[config.mk]
export PLATFORM = sky130hd
export DESIGN_NAME = cspm_top
export DESIGN_NICKNAME = d
export VERILOG_FILES = /design/src/hw/cspm_pkg.sv /design/src/hw/cspm_slot_info.sv /design/src/hw/cspm_top.sv
export SDC_FILE = /design/constraint.sdc
export NUM_CORES = 1
export LEC_CHECK = 0
export BUFFER_PORTS_ARGS = -buffer_cell sky130_fd_sc_hd__buf_2
export CORE_MARGIN = 10
export CORE_UTILIZATION = 38
export CTS_CLUSTER_DIAMETER = 80
export DETAILED_ROUTE_END_ITERATION = 6
export PLACE_DENSITY = 0.75
export SYNTH_ARGS = -nofsm -noshare
export SYNTH_HDL_FRONTEND = slang
export SYNTH_SLANG_ARGS = --single-unit
[constraint.sdc]
create_clock -name sys_clk -period 1.3 [get_ports sys_clk]
set_input_delay 0.325 -clock sys_clk [delete_from_list [all_inputs] [get_ports sys_clk]]
set_output_delay 0.325 -clock sys_clk [all_outputs]
set_load 0.005 [all_outputs]
[src/hw/cspm_pkg.sv]
// Package: constants and types for the card slot power and clock logic
package cspm_pkg;

   // ----------------------------------------
   // Configuration space slot information
   // ----------------------------------------
   localparam logic [7:0] CSPM_SLOT_INFO_OFFSET = 8'h40;
   localparam int         CSPM_SLOTS_LSB        = 4;
   localparam int         CSPM_SLOTS_MSB        = 6;
   localparam int         CSPM_FIRST_WIN_LSB    = 0;
   localparam int         CSPM_FIRST_WIN_MSB    = 2;
   localparam logic [2:0] CSPM_SLOTS_MAX_CODE   = 3'h5;
   localparam logic [2:0] CSPM_FIRST_WIN_MAX    = 3'h5;
   localparam int         CSPM_MAX_SLOTS        = 6;

   // Power-state field codes of the power-management control register
   localparam logic [1:0] CSPM_PS_D0 = 2'h0;
   localparam logic [1:0] CSPM_PS_D1 = 2'h1;
   localparam logic [1:0] CSPM_PS_D2 = 2'h2;
   localparam logic [1:0] CSPM_PS_D3 = 2'h3;

   // Reset values of the host register bits
   localparam logic CSPM_POWER_RST = 1'b0;
   localparam logic CSPM_CLOCK_RST = 1'b0;

   // Card presence tracking states
   typedef enum logic [1:0] {
      CSPM_EMPTY,
      CSPM_PRESENT,
      CSPM_POWERED
   } cspm_card_t;

endpackage

[src/hw/cspm_slot_info.sv]
// Read-only slot information byte of configuration space
`timescale 1ns/1ps
module cspm_slot_info
   import cspm_pkg::*;
#(
   parameter logic [2:0] SLOT_CODE = 3'h0,
   parameter logic [2:0] FIRST_WIN = 3'h0
)(
   input  wire logic       sys_clk,
   input  wire logic       srst,
   input  wire logic [7:0] cfg_addr,
   input  wire logic       cfg_rd,
   output logic      [7:0] cfg_rdata
);

   // ----------------------------------------
   // Clamp and pack
   // ----------------------------------------
   // Codes above six slots or beyond the last window are clamped
   wire [2:0] slots_code = (SLOT_CODE > CSPM_SLOTS_MAX_CODE) ?
                           CSPM_SLOTS_MAX_CODE : SLOT_CODE;
   wire [2:0] first_code = (FIRST_WIN > CSPM_FIRST_WIN_MAX) ?
                           CSPM_FIRST_WIN_MAX : FIRST_WIN;
   // Windows used run contiguously and may not pass the last one
   wire [3:0] last_win   = {1'b0, first_code} + {1'b0, slots_code};
   wire [2:0] slots_fit  = (last_win > {1'b0, CSPM_FIRST_WIN_MAX}) ?
                           3'(CSPM_FIRST_WIN_MAX - first_code) : slots_code;
   wire [7:0] info_byte  = {1'b0, slots_fit, 1'b0, first_code};
   wire       hit        = cfg_rd && (cfg_addr == CSPM_SLOT_INFO_OFFSET);

   // Registered read data; zero for any other address
   always_ff @(posedge sys_clk) begin
      if (srst) begin
         cfg_rdata <= 8'h00;
      end else begin
         cfg_rdata <= hit ? info_byte : 8'h00;
      end
   end

endmodule

[src/hw/cspm_top.sv]
// Card slot power, clock gating and power-state logic
`timescale 1ns/1ps
module cspm_top
   import cspm_pkg::*;
#(
   parameter logic [2:0] SLOT_CODE = 3'h0,
   parameter logic [2:0] FIRST_WIN = 3'h0
)(
   input  wire logic       sys_clk,
   input  wire logic       srst,
   input  wire logic [7:0] cfg_addr,
   input  wire logic       cfg_rd,
   output logic      [7:0] cfg_rdata,
   input  wire logic [1:0] pm_state,
   input  wire logic       wake_in_d3,
   input  wire logic       embedded_slot,
   input  wire logic       async_wake_perm,
   input  wire logic       wake_line_sel,
   input  wire logic       bus_wide_req,
   input  wire logic       pwr_wr,
   input  wire logic       pwr_wdata,
   input  wire logic       clk_wr,
   input  wire logic       clk_wdata,
   input  wire logic       state_chg_ack,
   input  wire logic       card_present_pin,
   output logic            card_bus_power_on,
   output logic            card_clock_gate_on,
   output logic            card_power_en,
   output logic            card_clk_run,
   output logic            bus_wide_ok,
   output logic            host_io_rail,
   output logic            bus_xfer_allowed,
   output logic            state_chg_irq
);

   // ----------------------------------------
   // Slot information byte
   // ----------------------------------------
   cspm_slot_info #(
      .SLOT_CODE (SLOT_CODE),
      .FIRST_WIN (FIRST_WIN)
   ) u_slot_info (
      .sys_clk   (sys_clk),
      .srst      (srst),
      .cfg_addr  (cfg_addr),
      .cfg_rd    (cfg_rd),
      .cfg_rdata (cfg_rdata)
   );

   // ----------------------------------------
   // Card detect synchroniser
   // ----------------------------------------
   logic present_meta_r;
   logic present_sync_r;

   // Two flops before the detect pin is looked at
   always_ff @(posedge sys_clk) begin
      if (srst) begin
         present_meta_r <= 1'b0;
         present_sync_r <= 1'b0;
      end else begin
         present_meta_r <= card_present_pin;
         present_sync_r <= present_meta_r;
      end
   end

   // ----------------------------------------
   // Power state tracking
   // ----------------------------------------
   logic [1:0] dstate_r;
   logic       irq_r;
   logic       irq_nxt;

   // Decoded view of the tracked power state
   wire state_changed = (pm_state != dstate_r);
   wire in_d0         = (dstate_r == CSPM_PS_D0);
   wire in_d1         = (dstate_r == CSPM_PS_D1);
   wire in_d3         = (dstate_r == CSPM_PS_D3);
   wire clock_allowed = in_d0 || in_d1;

   // A new change wins over an acknowledge in the same cycle
   assign irq_nxt = state_changed ? 1'b1 : (state_chg_ack ? 1'b0 : irq_r);

   // State follows the power field one clock later
   always_ff @(posedge sys_clk) begin
      if (srst) begin
         dstate_r <= CSPM_PS_D0;
         irq_r    <= 1'b0;
      end else begin
         dstate_r <= pm_state;
         irq_r    <= irq_nxt;
      end
   end

   // ----------------------------------------
   // Card presence and removal detection
   // ----------------------------------------
   cspm_card_t card_r;
   cspm_card_t card_nxt;
   logic       power_r;
   logic       clock_r;

   wire removed_powered = (card_r == CSPM_POWERED) && !present_sync_r;

   // Track whether power was applied while the card sat in the slot
   always_comb begin
      card_nxt = card_r;
      case (card_r)
         CSPM_EMPTY: begin
            if (present_sync_r) begin
               card_nxt = CSPM_PRESENT;
            end
         end
         CSPM_PRESENT: begin
            if (!present_sync_r) begin
               card_nxt = CSPM_EMPTY;
            end else if (power_r) begin
               card_nxt = CSPM_POWERED;
            end
         end
         CSPM_POWERED: begin
            if (!present_sync_r) begin
               card_nxt = CSPM_EMPTY;
            end
         end
         default: begin
            card_nxt = CSPM_EMPTY;
         end
      endcase
   end

   // Presence state register
   always_ff @(posedge sys_clk) begin
      if (srst) begin
         card_r <= CSPM_EMPTY;
      end else begin
         card_r <= card_nxt;
      end
   end

   // ----------------------------------------
   // Power and clock gate bits
   // ----------------------------------------
   logic power_nxt;
   logic clock_nxt;

   // Removal of a powered card clears both bits and overrides a driver write
   assign power_nxt = removed_powered ? 1'b0 :
                      (pwr_wr ? pwr_wdata : power_r);
   assign clock_nxt = removed_powered ? 1'b0 :
                      (clk_wr ? clk_wdata : clock_r);

   // Driver-visible bits; reset leaves power and clock off
   always_ff @(posedge sys_clk) begin
      if (srst) begin
         power_r <= CSPM_POWER_RST;
         clock_r <= CSPM_CLOCK_RST;
      end else begin
         power_r <= power_nxt;
         clock_r <= clock_nxt;
      end
   end

   // ----------------------------------------
   // Pin-facing outputs
   // ----------------------------------------
   // Power follows the bit in every state; driver holds it in D1, D2, D3
   wire power_live = power_r && !removed_powered;
   // Wake in D3 needs card power held regardless of the bit
   wire power_hold = in_d3 && wake_in_d3 && present_sync_r;
   // Clock runs only in D0 or D1 with the gate bit set
   wire clk_live   = clock_r && clock_allowed && !removed_powered;
   // Narrow bus needed in D2 or D3 when wake is used without async permission, except an embedded slot with wake_line_sel set
   wire need_narrow = !in_d0 && !in_d1 && wake_in_d3 && !async_wake_perm &&
                      (!embedded_slot || !wake_line_sel);
   wire wide_ok     = bus_wide_req && !need_narrow;

   // Registered so the card-side switches never see decode glitches
   always_ff @(posedge sys_clk) begin
      if (srst) begin
         card_power_en    <= 1'b0;
         card_clk_run     <= 1'b0;
         bus_wide_ok      <= 1'b0;
         host_io_rail     <= 1'b0;
         bus_xfer_allowed <= 1'b0;
      end else begin
         card_power_en    <= power_live || power_hold;
         card_clk_run     <= clk_live;
         bus_wide_ok      <= wide_ok;
         host_io_rail     <= embedded_slot || !in_d3 || power_live;
         bus_xfer_allowed <= in_d0 && power_live && clk_live;
      end
   end

   // Register bits and change request as the driver reads them
   assign card_bus_power_on  = power_r;
   assign card_clock_gate_on = clock_r;
   assign state_chg_irq      = irq_r;

endmodule

==> summary.txt, run 1 <==
Yosys
  – Post-synthesis adder-cell area fraction: 0
  – Ys flop type: dfxtp_1
  – Syn Std Cell Area: around 560 sq um
  – Seq/Total Area, Yosys: 0.5011
  – Mapped Cells: between 50 and 60
  – Compound-gate portion of the synthesized area: 0.05369
  – Largest area contributor in the netlist: dfxtp_1
  – Yosys warns: 0
  – Yosys top cell area share: 0.5011
  – Mean post-synth cell area: approximately 10 sq um
  – Synth Area in XOR/XNOR: 0.03132
  – Post-Synth Simple-Gate Area: 0.2170
  – Largest family of logic cells by synthesized area: simple AND/OR/NAND/NOR gates
  – Seq cells post-synth: 14
  – Top cells by area, synth: dfxtp_1 50%, buf_4 11%, nor2b_1 4.5%
  – Leading cell types by count after synthesis: 14 x dfxtp_1, 8 x buf_4, 5 x nor2_1
  – Netlist cell types: 20
  – Asr flop ratio synth: 0
  – Post-synthesis mux area share: 0.05593
  – Most common cell in the netlist: dfxtp_1
  – Post-synth EDFFs: 0

Setup path
  – Bufs and invs on worst path: 1
  – Stages on the worst setup path: 1
  – Largest stage delay on the critical path: 0.39 ns
  – Startpoint types: flop
  – Endpoint type of the worst setup path: primary output
  – Register-to-Register Path Depth: 3
  – Slowest CP cell: dfxtp_1
  – Worst-path fanout max: 4
  – Worst-path cell chain: buf_2
  – Arrival time at the worst endpoint: 0.80 ns
  – Worst EP required: 0.98 ns
  – CP Class: flop to primary output
  – Cell family with most CP delay: flip-flops

Detailed routing
  – DRC Markers: 0
  – TritonRoute pass-1 iters: 2
  – Post-Route WL: about 1100 um
  – Vias per cell: about 4.3
  – DR WL/cell: roughly 12 um
  – Via Count: about 410
  – Starting DRT DRC Count: 2
  – Final ANT Viol Nets: 0

STA
  – RSZ-0062 raised after global routing: false
  – Max Freq: just under 900 MHz
  – Fin crit share: 0.8622
  – Final setup fails: 0
  – Worst Setup Slack, final: about 0.18 ns
  – Fin Setup TNS: 0 ns
  – Hold WS: 0.2578 ns
  – Final min period: between 1 and 1.5 ns
  – Slew Limit Fails: 0
  – Final hold violations: 0
  – Clock skew: about 0.0017 ns

Power and ir drop
  – Areal power density over the cells: roughly 1200 nW/um^2
  – Leak Pwr: approximately 0.00032 uW
  – VDD IR max: between 0.4 and 0.5 mV
  – Reg power frac: 0.542
  – Sw frac: 0.2203
  – Internal: 663.5 uW
  – Psw: between 150 and 200 uW
  – Clk pwr share: 0.360
  – Gate power share: 0.098

Global route
  – M1 GR Usage: 0.06634
  – Largest net degree at the start of global routing: 9
  – Vias in the first global route: approximately 430
  – GRT overflow: 0
  – Global routing's busiest layer: met2
  – Met2 Track Usage GR: 0.1093
  – GR Layer Usage met3: 0.05579
  – Initial antenna violation count: 0
  – All-Layer GR Usage: 0.07000
  – First-pass GRT wire length: between 1500 and 2000 um

Clock tree
  – PostCTS Resize Cnt: 0
  – Clock Path Buffers: 2
  – Root buf cell: clkbuf_4
  – Worst-Skew Late Latency: roughly 0.27 ns
  – CTS tree: done
  – Cts hold-fix bufs: 0
  – Worst-path clk slew: ~0.090 ns
  – CTS buffer count: 3
  – CTS Sinks: 14
  – Post-CTS setup buffers: 0
  – H-Tree Depth: 1

Die
  – Die Wd: roughly 58 um
  – Boundary pin count: 40
  – FP Rows: 13
  – Starting Density: 0.4143
  – Die Footprint: roughly 3400 sq um
  – Die height: approximately 58 um
  – Core area: between 1000 and 1500 sq um

Placement
  – # port buffers: 22
  – Place WS: 0.2528 ns
  – GP Congestion: 0.7097

Layout
  – Share of layout cells above drive strength 1: 0.3875
  – ANT cells: 0
  – Area grow syn2layout: 22.82%
  – Nets@finish: between 100 and 150

Status
  – Status: finished clean

Hold path
  – Worst hold path cell count: 2
  – Worst Hold Class: input port to flop

Run
  – Max-cap violations: 0
cell type report:
class | count | area [sq um]
inverters | 1 | 3.754
fillers | 125 | 663.1
repair buffers | 23 | 117.6
clock buffers | 4 | 36.28
well taps | 15 | 18.77
flip-flops and latches | 14 | 280.3
multi-input cells | 38 | 230.2
metrics by stage:
stage                     cells  utilization  total power [uW]  instance area, sq um
after global routing         95       0.5088             887.9                 686.9
after global placement       91       0.4819             552.1                 650.6
after CTS                    95       0.5088             855.4                 686.9
after detailed placement     91       0.4819             555.0                 650.6
after floorplan              62            -             530.3                 585.6
final                        95       0.5088             851.0                 686.9
logic make-up after synthesis:
group	count (synthesis)
xor+xnor	2
buf+inv	10
other cells	1
simple gates	20
mux	3
flops	14
compound gates	5
flip-flops by register name (all words and copies together), names as in the netlist:
register,count
card_r,2
dstate_r,2
bus_wide_ok,1
bus_xfer_allowed,1
card_bus_power_on,1
card_clk_run,1
card_clock_gate_on,1
card_power_en,1
host_io_rail,1
present_meta_r,1
present_sync_r,1
state_chg_irq,1
final timing paths:
path                                   from                     endpoint  slack (ns)
max          card_bus_power_on$_SDFFE_PP0P_            card_bus_power_on        0.18
min                                    srst       dstate_r[0]$_SDFF_PP0_        0.26
max reg2reg          card_r[1]$_SDFFE_PP0P_  bus_xfer_allowed$_SDFF_PP0_        0.27
min reg2reg       present_meta_r$_SDFF_PP0_    present_sync_r$_SDFF_PP0_        0.44
power groups by stage:
| stage | registers [uW] | clock network [uW] | logic (uW) |
|---|---|---|---|
| global placement | 470 | 0 | 82.2 |
| CTS | 461 | 310 | 84.1 |
| floorplan | 471 | 0 | 59.7 |
| global route | 464 | 329 | 94.8 |
| detailed placement | 471 | 0 | 83.6 |
| finish | 461 | 307 | 83.5 |
cell usage in the layout (no fill, tap or decap), types with 2 or more instances in the layout:
| cell type | n |
|---|---|
| a21oi_1 | 3 |
| buf_2 | 22 |
| clkbuf_4 | 3 |
| conb_1 | 8 |
| dfxtp_1 | 14 |
| mux2i_1 | 2 |
| nand2_1 | 2 |
| nand2b_1 | 3 |
| nor2_1 | 5 |
| nor2b_1 | 4 |
| nor3b_1 | 2 |
| xnor2_1 | 2 |
routing by layer:
layer,wire length [um],vias up
met4,4,0
met3,196,2
met5,0,-
li1,-,214
met2,491,21
met1,439,176
Note: power is estimated with default switching activity, not from simulation.
==> inputs of run 2 (changes only) <==
Settings changed: PLACE_DENSITY 0.75 to 0.86.
==> run 2 against run 1 <==
Effect of this change: largest power group unchanged; count of clock-buffer cells in the layout down 1; sequential power about the same; worst hold slack worse by 0.0084 ns; routed wire length up 5.3%.
==> summary.txt, run 2 (synthesis results as in run 1) <==
Layout
  – Most frequent cells in the layout: 22 x buf_2, 14 x dfxtp_1, 8 x conb_1
  – ANT cells: 0 (unchanged)
  – Most common cell after layout, fill and taps aside: buf_2
  – Nets@finish: 105 (unchanged)
  – Area grow syn2layout: 20.36%
  – Post-route non-filler standard cell count: 94 (-1.1%)
  – Largest regs: card_r: 2 flops, dstate_r: 2 flops
  – Final core utilization: 0.4986 (-0.01019)
  – Share of layout cells above drive strength 1: 0.3797 (-0.007753)

Setup path
  – Largest stage delay on the critical path: 0.39 ns (about the same)
  – Critical path origin: card_bus_power_on$_SDFFE_PP0P_
  – Cell family with most CP delay: flip-flops
  – Arrival time at the worst endpoint: 0.81 ns (about the same)
  – Worst reg-to-reg setup slack: 0.26 ns (about the same)
  – Endpoint type of the worst setup path: primary output
  – Worst r2r dst: bus_xfer_allowed$_SDFF_PP0_
  – CP Class: flop to primary output
  – Register-to-Register Path Depth: 3 (unchanged)
  – Worst R2R Start: card_r[1]$_SDFFE_PP0P_
  – Startpoint types: flop
  – Worst EP required: 0.98 ns (about the same)
  – Bufs and invs on worst path: 1 (unchanged)
  – Slowest CP cell: dfxtp_1
  – Worst-path fanout max: 4 (unchanged)
  – Worst-path cell chain: buf_2

STA
  – Fin crit share: 0.8699 (+0.007615)
  – Fin Setup TNS: 0 ns (unchanged)
  – Max Freq: 884.3 MHz (-0.88%)
  – Final hold violations: 0 (unchanged)
  – Final setup fails: 0 (unchanged)
  – Slew Limit Fails: 0 (unchanged)
  – Final min period: 1.131 ns (+0.009900 ns)
  – RSZ-0062 raised after global routing: false
  – Clock skew: 0.001627 ns (-0.0001072 ns)

Power and ir drop
  – Sw frac: 0.2310 (+0.01071)
  – Reg power frac: 0.589 (+0.047)
  – Leak Pwr: 0.0003169 uW (-2.2%)
  – Areal power density over the cells: 1161 nW/um^2 (-6.3%)
  – Psw: 180.5 uW (-3.7%)
  – Internal: 600.9 uW (-9.4%)
  – Gate power share: 0.106 (+0.008)
  – Clk pwr share: 0.304 (-0.056)
  – VDD IR max: 0.5469 mV (+13%)

Global route
  – Largest net degree at the start of global routing: 10 (+1)
  – Initial antenna violation count: 0 (unchanged)
  – Vias in the first global route: 445 (+4.0%)
  – GRT overflow: 0 (unchanged)
  – All-Layer GR Usage: 0.07351 (+0.003510)
  – First-pass GRT wire length: 1911 um (-0.73%)

Placement
  – HPWL after detailed placement: 1006 um
  – Placed instance count: 91 (unchanged)
  – GP Congestion: 0.6493 (-8.5%)
  – # port buffers: 22 (unchanged)

Clock tree
  – Root buf cell: clkbuf_4
  – H-Tree Depth: 1 (unchanged)
  – Worst-path clk slew: 0.08 ns (about the same)
  – Worst-Skew Late Latency: 0.28 ns (about the same)
  – PostCTS Resize Cnt: 0 (unchanged)
  – CTS buffer count: 3 (unchanged)
  – CTS tree: done
  – CTS Sinks: 14 (unchanged)
  – Clock Path Buffers: 2 (unchanged)
  – Post-CTS setup buffers: 0 (unchanged)
  – Cts hold-fix bufs: 0 (unchanged)

Detailed routing
  – TritonRoute pass-1 iters: 4 (+2)
  – Final ANT Viol Nets: 0 (unchanged)
  – DRC Markers: 0 (unchanged)
  – Vias per cell: 4.489 (+3.3%)
  – Post-Route WL: 1191 um (+5.3%)
  – Via Count: 422 (+2.2%)
  – DR WL/cell: 12.67 um (+6.4%)
  – Starting DRT DRC Count: 10 (+8)

Die
  – Die height: 58.37 um (unchanged)
  – Boundary pin count: 40 (unchanged)
  – Die Wd: 58.37 um (unchanged)
  – FP Rows: 13 (unchanged)
  – Core area: 1350 sq um (unchanged)
  – Die Footprint: 3406 sq um (unchanged)
  – Starting Density: 0.4143 (unchanged)

Run
  – Max-cap violations: 0 (unchanged)

Status
  – Status: finished clean

Hold path
  – Worst hold start: wake_in_d3
  – Worst hold path cell count: 2 (unchanged)
  – Hold Path End: bus_wide_ok$_SDFF_PP0_
  – Worst Hold Class: input port to flop
==> run 2: layout make-up <==
cell class | count | area, sq um
fill | 135 | 676.9
sequential | 14 | 280.3
multi-input combinational | 38 | 230.2
timing repair buffer | 23 | 117.6
clock buffer | 3 | 22.52
tap | 15 | 18.77
inverter | 1 | 3.754
==> run 2: worst max path at each step <==
stage	end	slack, ns	cells after the start
floorplan	bus_xfer_allowed$_SDFF_PP0_	0.31	3
global placement	bus_xfer_allowed$_SDFF_PP0_	0.29	3
detailed placement	bus_xfer_allowed$_SDFF_PP0_	0.27	3
CTS	card_bus_power_on	0.15	1
global route	card_bus_power_on	0.12	1
finish	card_bus_power_on	0.17	1
==> run 2: routing by layer <==
layer  vias to the layer above  GRT usage  part of all wire
met3                         5    0.05150              0.14
li1                        213          -                 -
met5                         -          0                 0
met2                        21     0.1138              0.49
met4                         0    0.06376             0.031
met1                       183    0.06273              0.33
==> run 2: metrics by stage <==
| stage | area (sq um) | hold slack (ns) | setup WS [ns] | power [uW] |
|---|---|---|---|---|
| after floorplan | 585.6 | 0.4138 | 0.3078 | 530.3 |
| after global placement | 650.6 | 0.4180 | 0.2873 | 551.1 |
| after detailed placement | 650.6 | 0.4281 | 0.2681 | 554.1 |
| after CTS | 673.1 | 0.2403 | 0.1510 | 792.4 |
| after global routing | 673.1 | 0.2417 | 0.1233 | 823.9 |
| final | 673.1 | 0.2494 | 0.1692 | 781.4 |
==> run 2: worst reg2reg max path, stage by stage, from the launching register on <==
cell,delay [ns]
dfxtp_1,0.33
nor3b_1,0.15
or2_4,0.25
nor4_2,0.23
==> run 2: power groups by stage <==
stage	combinational, uW	clock, uW	sequential [uW]
after floorplan	59.7	0	471
after global placement	81.0	0	470
after detailed placement	83.2	0	471
after CTS	83.5	248	461
after global routing	95.2	266	463
final	83.2	238	460
